## config.mk

```make
export PLATFORM = sky130hd
export DESIGN_NAME = uhr_top
export DESIGN_NICKNAME = d
export VERILOG_FILES = /design/src/logic/uhr_pkg.sv /design/src/logic/uhr_top.sv
export VERILOG_INCLUDE_DIRS = /design/src /design/src/logic
export SDC_FILE = /design/constraint.sdc
export NUM_CORES = 1
export LEC_CHECK = 0
export ABC_CLOCK_PERIOD_IN_PS = 1900
export BUFFER_PORTS_ARGS = -buffer_cell sky130_fd_sc_hd__buf_4
export CORE_AREA = 2 2 98 110
export CTS_CLUSTER_DIAMETER = 60
export CTS_CLUSTER_SIZE = 8
export DETAILED_ROUTE_END_ITERATION = 10
export DIE_AREA = 0 0 100 112
export GPL_ROUTABILITY_DRIVEN = 0
export PLACE_DENSITY = 0.74
export SETUP_SLACK_MARGIN = 0.1
export SYNTH_ARGS = -nofsm -noshare
export SYNTH_HDL_FRONTEND = slang
export SYNTH_SLANG_ARGS = --single-unit
```

## constraint.sdc

```tcl
create_clock -name clock_in -period 1.9 [get_ports clock_in]
set_input_delay 0.095 -clock clock_in [delete_from_list [all_inputs] [get_ports clock_in]]
set_output_delay 0.095 -clock clock_in [all_outputs]
set_load 0.005 [all_outputs]
```

## src/logic/uhr_cfg.svh

```systemverilog
// uhr_cfg.svh: offsets, fields, codes and timing counts of the hub block
// assumes a 100 MHz clock and full-speed bit times of 1/12 us
`ifndef UHR_CFG_SVH
`define UHR_CFG_SVH
// ----------------------------------------
// register byte offsets
// ----------------------------------------
`define UHR_A_CFGA 8'h48
`define UHR_A_CFGB 8'h4C
`define UHR_A_HUB  8'h50
`define UHR_A_P0   8'h54
`define UHR_A_P1   8'h58
// ----------------------------------------
// field positions
// ----------------------------------------
`define UHR_F_SCHEME  8
`define UHR_F_ALWAYS  9
`define UHR_F_GSCHEME 11
`define UHR_F_GOFF    12
`define UHR_F_MASK0   17
`define UHR_F_ALLOFF  0
`define UHR_F_HOVL    1
`define UHR_F_WAKEEN  15
`define UHR_F_ALLON   16
`define UHR_F_HCHG    17
`define UHR_F_WAKECLR 31
`define UHR_F_CONN    0
`define UHR_F_EN      1
`define UHR_F_SUSP    2
`define UHR_F_POVL    3
`define UHR_F_RES     4
`define UHR_F_PON     8
`define UHR_F_POFF    9
`define UHR_F_PCHG    16
// ----------------------------------------
// completion codes
// ----------------------------------------
`define UHR_C_OK    4'h0
`define UHR_C_CRC   4'h1
`define UHR_C_STUFF 4'h2
`define UHR_C_TOG   4'h3
`define UHR_C_STALL 4'h4
`define UHR_C_NORSP 4'h5
`define UHR_C_PIDCK 4'h6
`define UHR_C_PIDUX 4'h7
`define UHR_C_OVER  4'h8
`define UHR_C_UNDER 4'h9
`define UHR_C_BOVR  4'hC
`define UHR_C_BUND  4'hD
`define UHR_C_EOF   4'hE
`define UHR_C_NAK   4'hF
// ----------------------------------------
// timing
// ----------------------------------------
`define UHR_CLK_MHZ 100
`define UHR_BIT_MHZ 12
`define UHR_SE0_BITS 16
`define UHR_J_BITS 8
`define UHR_ATT_BITS 30
`define UHR_CYC(b) (((b)*`UHR_CLK_MHZ+`UHR_BIT_MHZ-1)/`UHR_BIT_MHZ)
`define UHR_SE0_CYC `UHR_CYC(`UHR_SE0_BITS)
`define UHR_J_CYC `UHR_CYC(`UHR_J_BITS)
`define UHR_ATT_CYC `UHR_CYC(`UHR_ATT_BITS)
`endif

```

## src/logic/uhr_pkg.sv

```systemverilog
// uhr_pkg: types of the hub and completion-status block
// assumes uhr_cfg.svh supplies the numeric constants
package uhr_pkg;
  typedef enum logic [1:0] {
    CTRL_BUS_RESET = 2'h0,
    CTRL_WAKE_SIG  = 2'h1,
    CTRL_RUNNING   = 2'h2,
    CTRL_SLEEP     = 2'h3
  } uhr_ctrl_e;
  typedef enum logic [2:0] {
    EOP_IDLE = 3'h1,
    EOP_SE0  = 3'h2,
    EOP_J    = 3'h4
  } uhr_eop_e;
  typedef enum logic [1:0] {
    PH_IN_DATA  = 2'h0,
    PH_OUT_DATA = 2'h1,
    PH_OUT_HS   = 2'h2
  } uhr_phase_e;
  typedef struct packed {
    logic dp;
    logic dm;
  } uhr_line_s;
  typedef struct packed {
    logic       done;
    uhr_phase_e phase;
    logic       iso;
    logic       eof;
    logic       timeout;
    logic       crc;
    logic       stuff;
    logic       pid_chk;
    logic       pid_unx;
    logic       buf_ovr;
    logic       buf_und;
    logic       toggle;
    logic       nak;
    logic       stall;
    logic       cnt_over;
    logic       cnt_under;
  } uhr_eng_s;
  typedef struct packed {
    logic scheme, always_on, g_scheme, g_off;
    logic [1:0] mask;
    logic global_on, ovl_chg, wake_en;
    logic [1:0] port_pwr, sup, conn, en, susp, ls, chg, drv;
    logic [2:0] ovl_sy;
    logic ovl_f;
    logic [1:0][2:0] dp_sy, dm_sy;
    logic [1:0] dp_f, dm_f;
    logic [1:0][8:0] att;
    uhr_eop_e eop;
    logic [7:0] eop_cnt;
    logic eop_res;
    uhr_ctrl_e ctrl_prev;
    logic [6:0] acc;
    logic tick, pkt_ok;
    logic [3:0] result;
    logic retire, ack, force_stuff, und_pend;
    logic wake_irq, wake_req;
    uhr_line_s [1:0] line;
    logic [31:0] rdata;
  } uhr_state_s;
endpackage : uhr_pkg

```

## src/logic/uhr_top.sv

```systemverilog
// uhr_top: completion-status encoder and two-port root hub
// assumes engine flags and controller state come from the same clock
//
// Operation
// code 0000 for ack or good isochronous data
// 0001 crc, 0010 bit stuff, 0110 pid check failure
// 0100 on stall, or nak after isochronous in
// 0101 on response time-out
// 0111 on unexpected or undefined pid
// 1000 too many, 1001 too few bytes; 1010/1011 never made
// 1100 in buffer overrun, 1101 out buffer underrun
// 1110 end-of-frame abort, 1111 nak received
// in data status by fixed priority, always retired
// ack only on toggle mismatch, byte count error, success
// out underrun forces stuff error, 1101, waits for time-out
// out handshake status by priority, always retired
// software commands are write-one bits in hub and port regs
// switching scheme from config bits and port mask
// overload pin shown in hub flag and per-port in per-port mode
// overload sets change flag and drops power unless always on
// bus reset state clears all but the config registers
// sleep keeps state, stops packets and the 12 MHz tick
// wake state drives k on enabled awake ports, then ls eop
// wakeup events while asleep raise interrupt and wake request
// ls eop 16 bits se0, 8 bits j, on sof and after wake
// powered ports only; se0 none, dp full, dm low speed
// attach or detach after 30 bit times stable
//
// Local design decisions: strobed register access and the register offsets.
`include "uhr_cfg.svh"
`timescale 1ns/1ps
module uhr_top (
  input  wire logic                  clock_in,
  input  wire logic                  reset_in,
  input  wire logic [7:0]            addr_in,
  input  wire logic [31:0]           wdata_in,
  input  wire logic                  wr_in,
  input  wire logic                  rd_in,
  output logic      [31:0]           rdata_out,
  input  uhr_pkg::uhr_ctrl_e         ctrl_state_in,
  input  wire logic                  sof_request_in,
  input  uhr_pkg::uhr_eng_s          eng_in,
  output logic      [3:0]            result_out,
  output logic                       retire_out,
  output logic                       ack_out,
  output logic                       force_stuff_out,
  input  wire logic                  overload_sense_in,
  input  uhr_pkg::uhr_line_s [1:0]   line_in,
  output uhr_pkg::uhr_line_s [1:0]   line_out,
  output logic      [1:0]            line_oe_out,
  output logic                       global_supply_switch_out,
  output logic      [1:0]            port_supply_out,
  output logic                       bit_tick_out,
  output logic                       packets_allowed_out,
  output logic                       wake_seen_interrupt_out,
  output logic                       wake_request_out
);
  uhr_pkg::uhr_state_s st_r;
  uhr_pkg::uhr_state_s st_nxt;

  function automatic uhr_pkg::uhr_state_s rst_val();
    uhr_pkg::uhr_state_s r;
    r = '0;
    r.eop = uhr_pkg::EOP_IDLE;
    r.ctrl_prev = uhr_pkg::CTRL_BUS_RESET;
    return r;
  endfunction : rst_val

  logic       perr;
  logic [3:0] pcode;
  logic       ovl_rise;
  logic       wake_ev;
  logic       se0;
  logic       kst;
  logic       eop_go;
  logic [1:0] pa;
  logic       psel;
  uhr_pkg::uhr_state_s keep;

  always_comb begin
    st_nxt = st_r;
    keep = st_r;
    st_nxt.retire = 1'b0;
    st_nxt.ack = 1'b0;
    st_nxt.force_stuff = 1'b0;
    st_nxt.wake_irq = 1'b0;
    st_nxt.rdata = 32'h0;
    wake_ev = 1'b0;
    se0 = 1'b0;
    kst = 1'b0;
    pa = 2'h0;
    psel = 1'b0;
    // ----------------------------------------
    // pin synchronisers
    // ----------------------------------------
    // stage 0 feeds stage 1 only; stages 1 and 2 must agree
    st_nxt.ovl_sy = {st_r.ovl_sy[1:0], overload_sense_in};
    if (st_r.ovl_sy[1] == st_r.ovl_sy[2]) begin
      st_nxt.ovl_f = st_r.ovl_sy[2];
    end
    ovl_rise = (st_r.ovl_sy[1] == st_r.ovl_sy[2]) & st_r.ovl_sy[2]
               & ~st_r.ovl_f & ~st_r.g_off;
    for (int i = 0; i < 2; i++) begin
      st_nxt.dp_sy[i] = {st_r.dp_sy[i][1:0], line_in[i].dp};
      st_nxt.dm_sy[i] = {st_r.dm_sy[i][1:0], line_in[i].dm};
      if (st_r.dp_sy[i][1] == st_r.dp_sy[i][2]) begin
        st_nxt.dp_f[i] = st_r.dp_sy[i][2];
      end
      if (st_r.dm_sy[i][1] == st_r.dm_sy[i][2]) begin
        st_nxt.dm_f[i] = st_r.dm_sy[i][2];
      end
    end
    // ----------------------------------------
    // completion status
    // ----------------------------------------
    perr = eng_in.stuff | eng_in.pid_chk | eng_in.pid_unx | eng_in.crc;
    if (eng_in.stuff) begin
      pcode = `UHR_C_STUFF;
    end else if (eng_in.pid_chk) begin
      pcode = `UHR_C_PIDCK;
    end else if (eng_in.pid_unx) begin
      pcode = `UHR_C_PIDUX;
    end else begin
      pcode = `UHR_C_CRC;
    end
    if (eng_in.done) begin
      case (eng_in.phase)
        uhr_pkg::PH_IN_DATA: begin
          st_nxt.retire = 1'b1;
          if (eng_in.eof) begin
            st_nxt.result = `UHR_C_EOF;
          end else if (eng_in.timeout) begin
            st_nxt.result = `UHR_C_NORSP;
          end else if (perr) begin
            st_nxt.result = pcode;
          end else if (eng_in.buf_ovr) begin
            st_nxt.result = `UHR_C_BOVR;
          end else if (eng_in.toggle) begin
            st_nxt.result = `UHR_C_TOG;
            st_nxt.ack = 1'b1;
          end else if (eng_in.stall | eng_in.nak) begin
            // nak after an isochronous in token reads as stall
            st_nxt.result = (eng_in.stall | eng_in.iso) ? `UHR_C_STALL
                                                        : `UHR_C_NAK;
          end else if (eng_in.cnt_over | eng_in.cnt_under) begin
            st_nxt.result = eng_in.cnt_over ? `UHR_C_OVER : `UHR_C_UNDER;
            st_nxt.ack = 1'b1;
          end else begin
            st_nxt.result = `UHR_C_OK;
            st_nxt.ack = 1'b1;
          end
        end
        uhr_pkg::PH_OUT_DATA: begin
          if (eng_in.eof) begin
            st_nxt.result = `UHR_C_EOF;
            st_nxt.retire = 1'b1;
          end else if (eng_in.buf_und) begin
            // not retired: the handshake time-out closes it later
            st_nxt.result = `UHR_C_BUND;
            st_nxt.force_stuff = 1'b1;
            st_nxt.und_pend = 1'b1;
          end
        end
        uhr_pkg::PH_OUT_HS: begin
          st_nxt.retire = 1'b1;
          st_nxt.und_pend = 1'b0;
          if (eng_in.eof) begin
            st_nxt.result = `UHR_C_EOF;
          end else if (eng_in.timeout) begin
            st_nxt.result = st_r.und_pend ? `UHR_C_BUND : `UHR_C_NORSP;
          end else if (perr) begin
            st_nxt.result = pcode;
          end else if (eng_in.stall) begin
            st_nxt.result = `UHR_C_STALL;
          end else if (eng_in.nak) begin
            st_nxt.result = `UHR_C_NAK;
          end else begin
            st_nxt.result = `UHR_C_OK;
          end
        end
        default: begin
          st_nxt.retire = 1'b0;
        end
      endcase
    end
    // ----------------------------------------
    // register writes
    // ----------------------------------------
    if (wr_in) begin
      case (addr_in)
        `UHR_A_CFGA: begin
          st_nxt.scheme = wdata_in[`UHR_F_SCHEME];
          st_nxt.always_on = wdata_in[`UHR_F_ALWAYS];
          st_nxt.g_scheme = wdata_in[`UHR_F_GSCHEME];
          st_nxt.g_off = wdata_in[`UHR_F_GOFF];
        end
        `UHR_A_CFGB: begin
          st_nxt.mask = wdata_in[`UHR_F_MASK0+:2];
        end
        `UHR_A_HUB: begin
          if (wdata_in[`UHR_F_ALLOFF]) st_nxt.global_on = 1'b0;
          if (wdata_in[`UHR_F_ALLON]) st_nxt.global_on = 1'b1;
          if (wdata_in[`UHR_F_HCHG]) st_nxt.ovl_chg = 1'b0;
          if (wdata_in[`UHR_F_WAKEEN]) st_nxt.wake_en = 1'b1;
          if (wdata_in[`UHR_F_WAKECLR]) st_nxt.wake_en = 1'b0;
        end
        `UHR_A_P0, `UHR_A_P1: begin
          psel = (addr_in == `UHR_A_P1);
          if (wdata_in[`UHR_F_PCHG]) st_nxt.chg[psel] = 1'b0;
          if (wdata_in[`UHR_F_PON]) st_nxt.port_pwr[psel] = 1'b1;
          if (wdata_in[`UHR_F_POFF]) st_nxt.port_pwr[psel] = 1'b0;
          // commands to an unattached port are dropped and flagged
          if (|wdata_in[`UHR_F_RES:`UHR_F_CONN]) begin
            if (!st_r.conn[psel]) begin
              st_nxt.chg[psel] = 1'b1;
            end else begin
              if (wdata_in[`UHR_F_CONN]) st_nxt.en[psel] = 1'b0;
              if (wdata_in[`UHR_F_EN]) st_nxt.en[psel] = 1'b1;
              if (wdata_in[`UHR_F_SUSP]) st_nxt.susp[psel] = 1'b1;
              if (wdata_in[`UHR_F_POVL]) st_nxt.susp[psel] = 1'b0;
              if (wdata_in[`UHR_F_RES]) begin
                st_nxt.en[psel] = 1'b1;
                st_nxt.susp[psel] = 1'b0;
              end
            end
          end
        end
        default: begin
          st_nxt.rdata = 32'h0;
        end
      endcase
    end
    // ----------------------------------------
    // power and overload
    // ----------------------------------------
    if (ovl_rise) begin
      st_nxt.ovl_chg = 1'b1;
      st_nxt.global_on = 1'b0;
      st_nxt.port_pwr = 2'h0;
    end
    for (int i = 0; i < 2; i++) begin
      // always-on config masks the overload power drop
      if (st_r.always_on) begin
        st_nxt.sup[i] = 1'b1;
      end else if (st_r.scheme & st_r.mask[i]) begin
        st_nxt.sup[i] = st_nxt.port_pwr[i];
      end else begin
        st_nxt.sup[i] = st_nxt.global_on;
      end
    end
    // ----------------------------------------
    // attach and detach
    // ----------------------------------------
    for (int i = 0; i < 2; i++) begin
      se0 = ~st_r.dp_f[i] & ~st_r.dm_f[i];
      if (!st_r.sup[i]) begin
        st_nxt.conn[i] = 1'b0;
        st_nxt.en[i] = 1'b0;
        st_nxt.susp[i] = 1'b0;
        st_nxt.att[i] = 9'h0;
      end else if (st_r.drv[i] || (se0 != st_r.conn[i])) begin
        st_nxt.att[i] = 9'h0;
      end else if (st_r.att[i] == 9'(`UHR_ATT_CYC - 1)) begin
        st_nxt.att[i] = 9'h0;
        st_nxt.chg[i] = 1'b1;
        st_nxt.conn[i] = ~se0;
        if (se0) begin
          st_nxt.en[i] = 1'b0;
          st_nxt.susp[i] = 1'b0;
        end else begin
          st_nxt.ls[i] = st_r.dm_f[i];
        end
        wake_ev = wake_ev | st_r.wake_en;
      end else begin
        st_nxt.att[i] = st_r.att[i] + 9'h1;
      end
      kst = st_r.ls[i] ? (st_r.dp_f[i] & ~st_r.dm_f[i])
                       : (~st_r.dp_f[i] & st_r.dm_f[i]);
      if (kst & st_r.conn[i] & (st_r.en[i] | st_r.susp[i]) & ~st_r.drv[i]) begin
        wake_ev = 1'b1;
      end
    end
    // ----------------------------------------
    // sleep, wake and bit tick
    // ----------------------------------------
    if (ctrl_state_in == uhr_pkg::CTRL_SLEEP) begin
      st_nxt.tick = 1'b0;
      if (wake_ev & ~st_r.wake_req) begin
        st_nxt.wake_irq = 1'b1;
        st_nxt.wake_req = 1'b1;
      end
    end else begin
      st_nxt.wake_req = 1'b0;
      // 12 of every 100 clocks carry a tick
      if (st_r.acc >= 7'h58) begin
        st_nxt.acc = st_r.acc - 7'h58;
        st_nxt.tick = 1'b1;
      end else begin
        st_nxt.acc = st_r.acc + 7'h0C;
        st_nxt.tick = 1'b0;
      end
    end
    // ----------------------------------------
    // low-speed eop
    // ----------------------------------------
    eop_go = (ctrl_state_in == uhr_pkg::CTRL_RUNNING)
             & (sof_request_in | (st_r.ctrl_prev == uhr_pkg::CTRL_WAKE_SIG));
    st_nxt.ctrl_prev = ctrl_state_in;
    case (st_r.eop)
      uhr_pkg::EOP_IDLE: begin
        if (eop_go) begin
          st_nxt.eop = uhr_pkg::EOP_SE0;
          st_nxt.eop_cnt = 8'h0;
          st_nxt.eop_res = ~sof_request_in;
        end
      end
      uhr_pkg::EOP_SE0: begin
        st_nxt.eop_cnt = st_r.eop_cnt + 8'h1;
        if (st_r.eop_cnt == 8'(`UHR_SE0_CYC - 1)) begin
          st_nxt.eop = uhr_pkg::EOP_J;
          st_nxt.eop_cnt = 8'h0;
        end
      end
      uhr_pkg::EOP_J: begin
        st_nxt.eop_cnt = st_r.eop_cnt + 8'h1;
        if (st_r.eop_cnt == 8'(`UHR_J_CYC - 1)) begin
          st_nxt.eop = uhr_pkg::EOP_IDLE;
          st_nxt.eop_res = 1'b0;
        end
      end
      default: begin
        st_nxt.eop = uhr_pkg::EOP_IDLE;
      end
    endcase
    // resume eop blocks the engine until it ends
    st_nxt.pkt_ok = (ctrl_state_in == uhr_pkg::CTRL_RUNNING)
                    & ~(st_nxt.eop_res & (st_nxt.eop != uhr_pkg::EOP_IDLE));
    for (int i = 0; i < 2; i++) begin
      st_nxt.drv[i] = st_r.conn[i] & st_r.en[i] & ~st_r.susp[i];
      if (ctrl_state_in == uhr_pkg::CTRL_WAKE_SIG) begin
        st_nxt.line[i].dp = st_r.ls[i];
        st_nxt.line[i].dm = ~st_r.ls[i];
      end else if (st_nxt.eop == uhr_pkg::EOP_J) begin
        st_nxt.line[i].dp = ~st_r.ls[i];
        st_nxt.line[i].dm = st_r.ls[i];
      end else begin
        st_nxt.line[i] = '0;
        st_nxt.drv[i] = st_nxt.drv[i] & (st_nxt.eop == uhr_pkg::EOP_SE0);
      end
    end
    // ----------------------------------------
    // register reads
    // ----------------------------------------
    if (rd_in) begin
      pa = {1'b0, addr_in == `UHR_A_P1};
      case (addr_in)
        `UHR_A_CFGA: begin
          st_nxt.rdata[`UHR_F_SCHEME] = st_r.scheme;
          st_nxt.rdata[`UHR_F_ALWAYS] = st_r.always_on;
          st_nxt.rdata[`UHR_F_GSCHEME] = st_r.g_scheme;
          st_nxt.rdata[`UHR_F_GOFF] = st_r.g_off;
        end
        `UHR_A_CFGB: st_nxt.rdata[`UHR_F_MASK0+:2] = st_r.mask;
        `UHR_A_HUB: begin
          st_nxt.rdata[`UHR_F_HOVL] = st_r.ovl_f;
          st_nxt.rdata[`UHR_F_HCHG] = st_r.ovl_chg;
          st_nxt.rdata[`UHR_F_WAKEEN] = st_r.wake_en;
        end
        `UHR_A_P0, `UHR_A_P1: begin
          st_nxt.rdata[`UHR_F_CONN] = st_r.conn[pa[0]];
          st_nxt.rdata[`UHR_F_EN] = st_r.en[pa[0]];
          st_nxt.rdata[`UHR_F_SUSP] = st_r.susp[pa[0]];
          st_nxt.rdata[`UHR_F_POVL] = st_r.g_scheme & ~st_r.g_off & st_r.ovl_f;
          st_nxt.rdata[`UHR_F_PON] = st_r.sup[pa[0]];
          st_nxt.rdata[`UHR_F_POFF] = st_r.ls[pa[0]];
          st_nxt.rdata[`UHR_F_PCHG] = st_r.chg[pa[0]];
        end
        default: st_nxt.rdata = 32'h0;
      endcase
    end
    // ----------------------------------------
    // bus reset state
    // ----------------------------------------
    if (ctrl_state_in == uhr_pkg::CTRL_BUS_RESET) begin
      st_nxt = rst_val();
      st_nxt.scheme = keep.scheme;
      st_nxt.always_on = keep.always_on;
      st_nxt.g_scheme = keep.g_scheme;
      st_nxt.g_off = keep.g_off;
      st_nxt.mask = keep.mask;
    end
  end

  always_ff @(posedge clock_in) begin
    if (reset_in) begin
      st_r <= rst_val();
    end else begin
      st_r <= st_nxt;
    end
  end

  assign rdata_out = st_r.rdata;
  assign result_out = st_r.result;
  assign retire_out = st_r.retire;
  assign ack_out = st_r.ack;
  assign force_stuff_out = st_r.force_stuff;
  assign line_out = st_r.line;
  assign line_oe_out = st_r.drv;
  assign global_supply_switch_out = st_r.global_on;
  assign port_supply_out = st_r.sup;
  assign bit_tick_out = st_r.tick;
  assign packets_allowed_out = st_r.pkt_ok;
  assign wake_seen_interrupt_out = st_r.wake_irq;
  assign wake_request_out = st_r.wake_req;
endmodule : uhr_top

```

==> qor.yml, run 1 <==
sta:
  slew_headroom: 0.617
  hold_viol: 0
  finalCritPeriodShare: 0.944
  fin_skew_ns: 0.00805
  setup_viol: 0
  worst_pin_slew_ns: 0.573
  drv_slew: 0
  fin_tns_setup_ns: 0
  grt_setup_unrepaired: "true"
  min_period_ns: 1.79
  worst_slack_ns: 0.107
  fmax_mhz: 558
drt:
  drt_iter0_markers: 160
  ant_nets: 0
  drt-vias-per-instance: 5.45
  vias: 4533
  drtPass1Iterations: 4
  drt_wl_total_um: 11900
  routedWlPerCell_um: 14.3
  drc: 0
critical_path:
  path_class: "reg -> reg"
  worstPathMaxFanout: 5
  path_cells: "or3b_2, buf_4, o21ai_0, o21ai_1, buf_4, nor3_1"
  cp.required_ns: 2.16
  max_stage_delay_ns: 0.51
  path_buf_inv: 2
  path_delay_family: "simple AND/OR/NAND/NOR gates"
  end_kind: "flop"
  path_common_cell: "buf_4"
  critPathSlowestCell: "or3b_2"
  cp.arrival_ns: 2.06
  critPathLaunchType: "flop"
grt:
  use_met2: 0.376
  top_usage_layer: "met2"
  overflow: 0
  grt_pass1_vias: 4304
  grt_pass1_wl_um: 19500
  grt_max_degree: 29
  grtUsageTotal: 0.214
  met1_usage: 0.254
  grtUsageMet3: 0.0377
  antenna_found_initial: 0
power_and_ir_drop:
  power.density_nw_per_um2: 734
  vdd_drop_max_v: 0.000418
  leakage_nw: 2.56
layout:
  nFillCells: 877
  finalNonFillerCells: 831
  post-route-util: 0.631
  drive_gt1_frac: 0.199
  antennaDiodeCount: 0
  syn_to_final_growth_pct: 20.5
  design_area_um2: 6400
  nets: 788
clocking:
  cts_root_buf: "clkbuf_16"
  cts_buffers: 9
  clock_path_buffers: 2
  cts_tree: "done"
  clkSlewWorstSetupHoldPaths_ns: 0.07
  cts_sinks: 110
  clkLatencyLatePin_ns: 0.35
  cts_htree_levels: 3
status:
  status: "finished clean"
synth:
  synth_seq_cells: 110
  synthTopCellsByArea: "dfxtp_1, buf_4, nor2_1, ha_1, a21oi_1"
  yosysMostFrequentCell: "dfxtp_1"
  yosys_warnings: 0
  yosys.area.top_type: "dfxtp_1"
  yosys.cell_types.count: 61
  synth_cells: 619
  async_flop_share: 0
  synthTopCellsByCount: "dfxtp_1, nor2_1, buf_4, nand2_1, a21oi_1"
  seq_area_frac_synth: 0.415
  synthFlopType: "dfxtp_1"
  synthesis.area_um2: 5310
  synth_top_area_frac: 0.415
  synth-edff-count: 0
  syn_avg_cell_area_um2: 8.58
floorplan:
  io_pins: 121
  die-width_um: 100
  rows: 39
  fp.coreArea_um2: 10100
  die_h_um: 112
  initial_utilization: 0.523
  dieArea_um2: 11200
place:
  place_hpwl_um: 8650
  dp_worst_setup_slack_ns: -0.0876
  place_area_um2: 5930
  placed_cells: 802
  io_buffer_count: 82
worst_hold_path:
  hp-class: "in -> reg"
run:
  cap_violations: 0
-- logic make-up after synthesis --
group / count (synthesis) / share of synthesized area
other: 1 / 0.000706
and+or+nand+nor: 258 / 0.257
DFF: 110 / 0.415
AOI/OAI and AO/OA: 120 / 0.144
adders and majority gates: 16 / 0.0377
xor gates and xnor gates: 21 / 0.0346
buffers and inverters: 81 / 0.0888
muxes: 12 / 0.0228
-- registers in the layout, summed over array words and instances (netlist names) --
signal                    cells
line_out                      4
rdata_out                    12
wake_seen_interrupt_out       1
force_stuff_out               1
retire_out                    1
global_supply_switch_out      1
ack_out                       1
keep                         78
port_supply_out               2
bit_tick_out                  1
wake_request_out              1
line_oe_out                   2
packets_allowed_out           1
result_out                    4
-- layer usage --
layer / up-vias / wire length (µm)
met2: 117 / 5920
li1: 2275 / -
met4: 0 / 315
met3: 24 / 508
met1: 2117 / 5140
met5: - / 0
-- area by class of cell --
cell class | instances | area [µm²] | area share
multi-input cells | 447 | 2750 | 0.429
well taps | 123 | 154 | 0.0240
inverters | 19 | 71.3 | 0.0111
repair buffers | 116 | 913 | 0.143
clock buffers | 11 | 253 | 0.0395
clock inverters | 5 | 57.6 | 0.00899
flip-flops and latches | 110 | 2200 | 0.344
-- repair_timing --
item	CTS	global route
gates resized for setup	3	10
pin swaps	0	1
endpoints found under the setup margin	9	26
hold buffers	12	0
setup buffers	0	1
hold endpoints to repair	12	0
-- path summary, 6_finish.rpt --
| path | start | to | slack (ns) | depth (start not counted) |
|---|---|---|---|---|
| min | eng_in[5] | force_stuff_out | 0.01 | 3 |
| max | keep[68] | line_oe_out[0] | 0.11 | 6 |
| min reg2reg | keep[94] | keep[95] | 0.42 | 1 |
| max reg2reg | keep[68] | line_oe_out[0] | 0.11 | 6 |
-- metrics by stage --
stage	hold slack [ns]	total power, mW
6_report	0.0113	4.70
2_1_floorplan	0.173	2.65
4_1_cts	0.00153	4.73
3_3_place_gp	0.277	2.79
5_1_grt	0.0272	4.87
3_5_place_dp	0.284	2.80
-- layout by cell type, fill, tap and decap left out, drive strengths merged, types with 15 or more instances in the layout --
cell	count
ha	16
inv	19
conb	20
nand2	44
nor2	72
o21ai	26
xnor2	15
and2	21
a21oi	36
buf	104
dfxtp	110
nand3	18
-- worst min-delay path: cells and delay by family --
kind                   cells  cell delay [ns]
buffers and inverters      1             0.12
AND/OR/NAND/NOR            2             0.10
-- report_power, final --
part           switching [mW]  internal [mW]  total [mW]
Sequential             0.0223           2.34        2.36
Clock                   0.832           1.09        1.92
Combinational           0.212          0.201       0.414
Total                    1.07           3.63        4.70
(Power assumes the default switching activity.)
==> inputs of run 2 (changes only) <==
--- a/config.mk
+++ b/config.mk
@@ -14,7 +14,7 @@
 export DETAILED_ROUTE_END_ITERATION = 10
 export DIE_AREA = 0 0 100 112
 export GPL_ROUTABILITY_DRIVEN = 0
-export PLACE_DENSITY = 0.74
+export PLACE_DENSITY = 0.8
 export SETUP_SLACK_MARGIN = 0.1
 export SYNTH_ARGS = -nofsm -noshare
 export SYNTH_HDL_FRONTEND = slang
==> qor.yml, run 2 (same netlist as run 1, synthesis figures left out) <==
status:
  status: "finished clean"
critical_path:
  max_stage_delay_ns: 0.41  # -0.10 ns
  cp.arrival_ns: 1.98  # -0.08 ns
  worstPathMaxFanout: 5  # unchanged
  critPathLaunchType: "flop"
  cp.required_ns: 2.13  # -0.03 ns
  path_cells: "or3_1, nor4_1, buf_4, o21ai_1, o21ai_1, nor2_1"
  end_kind: "flop"
  r2r-start: "keep[62]"
  path_class: "reg -> reg"
  critPathSlowestCell: "or3_1"
  path_common_cell: "o21ai_1"
  crit_start: "keep[62]"
drt:
  routedWlPerCell_um: 14.7  # +3.0%
  drt_wl_total_um: 12200  # +2.7%
  ant_nets: 0  # unchanged
  drt_iter0_markers: 243  # +52%
  drtPass1Iterations: 4  # unchanged
  vias: 4632  # +2.2%
  drc: 0  # unchanged
  drt-vias-per-instance: 5.59  # +2.4%
place:
  place_area_um2: 5910  # -0.25%
  dp_worst_setup_slack_ns: -0.0697  # +0.0179 ns
  placed_cells: 800  # -0.25%
  io_buffer_count: 82  # unchanged
  place_hpwl_um: 8810  # +1.9%
sta:
  hold_viol: 0  # unchanged
  setup_viol: 0  # unchanged
  drv_slew: 0  # unchanged
  slew_headroom: 0.612  # -0.00485
  fin_skew_ns: 0.00801  # -0.0000399 ns
  worst_slack_ns: 0.153  # +0.0462 ns
  finalCritPeriodShare: 0.919  # -0.0243
  min_period_ns: 1.75  # -0.0462 ns
  grt_setup_unrepaired: "true"
  fin_tns_setup_ns: 0  # unchanged
  worst_pin_slew_ns: 0.573  # +0.000377 ns
  fmax_mhz: 572  # +2.6%
floorplan:
  io_pins: 121  # unchanged
  die_h_um: 112  # unchanged
  die-width_um: 100  # unchanged
  fp.coreArea_um2: 10100  # unchanged
  rows: 39  # unchanged
  dieArea_um2: 11200  # unchanged
  initial_utilization: 0.523  # unchanged
grt:
  grtUsageTotal: 0.217  # +0.00323
  overflow: 0  # unchanged
  grt_pass1_vias: 4424  # +2.8%
  grt_pass1_wl_um: 19900  # +2.1%
  grt_max_degree: 31  # +6.9%
  antenna_found_initial: 0  # unchanged
layout:
  design_area_um2: 6410  # +0.21%
  drive_gt1_frac: 0.201  # +0.00198
  antennaDiodeCount: 0  # unchanged
  finalNonFillerCells: 829  # -0.24%
  syn_to_final_growth_pct: 20.7
  nets: 786  # -0.25%
  final_cell_mix: "dfxtp_1, buf_4, nor2_1, nand2_1, a21oi_1"
  largest_register_ffs: 78  # unchanged
  final_common_cell: "dfxtp_1"
power_and_ir_drop:
  power_frac_comb: 0.088  # about the same
  switching_power_mw: 1.11  # +3.6%
  p_int_mw: 3.70  # +1.9%
  power.density_nw_per_um2: 749  # +2.0%
  power_mw: 4.80  # +2.3%
  leakage_nw: 2.57  # +0.20%
  seqPwrFrac: 0.491  # -0.011
  power.share.clock: 0.421  # +0.011
  switching_share: 0.230  # +0.00293
  vdd_drop_max_v: 0.000567  # +36%
clocking:
  cts_root_buf: "clkbuf_16"
  clkLatencyLatePin_ns: 0.35  # about the same
  cts_tree: "done"
  clock_path_buffers: 2  # unchanged
  cts_buffers: 9  # unchanged
  cts_htree_levels: 3  # unchanged
  cts_sinks: 110  # unchanged
  clkSlewWorstSetupHoldPaths_ns: 0.07  # about the same
worst_hold_path:
  hp-class: "in -> reg"
  hp-start: "wdata_in[18]"
run:
  cap_violations: 0  # unchanged
[run 2: layout make-up]
cell class	count	area, µm²
tap	123	154
clock buffer	9	225
multi-input combinational	447	2760
sequential	110	2200
inverter	19	71.3
clock inverter	7	98.8
fill	825	3730
timing repair buffer	114	901
[run 2: worst paths after layout]
| check | endpoint | slack [ns] | cells after the start |
|---|---|---|---|
| hold / removal | keep[127] | 0.02 | 3 |
| hold reg to reg | keep[92] | 0.43 | 1 |
| setup reg to reg | line_out[3] | 0.15 | 6 |
| setup / recovery | line_out[3] | 0.15 | 6 |
[run 2: critical path, delay by kind of cell (launching register included)]
kind	cells	cell delay (ns)
and+or+nand+nor	3	0.76
AOI/OAI and AO/OA	2	0.35
DFF	1	0.35
buffers and inverters	1	0.17
[run 2: through the flow]
step / utilization / hold WS, ns
floorplan: - / 0.173
global placement: 0.582 / 0.286
detailed placement: 0.582 / 0.285
CTS: 0.628 / 0.00548
global route: 0.632 / 0.0208
finish: 0.632 / 0.0161
[run 2: layer usage]
layer,wire (µm),share of wire,vias up,global-route usage
li1,-,-,2273,-
met1,4960,0.41,2135,0.256
met2,6110,0.50,189,0.378
met3,713,0.058,35,0.0364
met4,426,0.035,0,0.110
met5,0,0,-,0
[run 2: what timing repair did]
item                                    4_1_cts  5_1_grt
buffers inserted                              0        0
endpoints found under the setup margin        8       27
hold buffers                                 13        0
endpoints found under the hold margin        13        0
cloned                                        0        0
gates resized for setup                       2       14
[run 2: power groups by stage]
stage | Sequential (mW) | Combinational [mW] | Clock (mW)
after floorplan | 2.41 | 0.247 | 0
after detailed placement | 2.41 | 0.390 | 0
after CTS | 2.36 | 0.414 | 2.04
after global routing | 2.36 | 0.462 | 2.13
after global placement | 2.41 | 0.377 | 0
final | 2.36 | 0.422 | 2.02
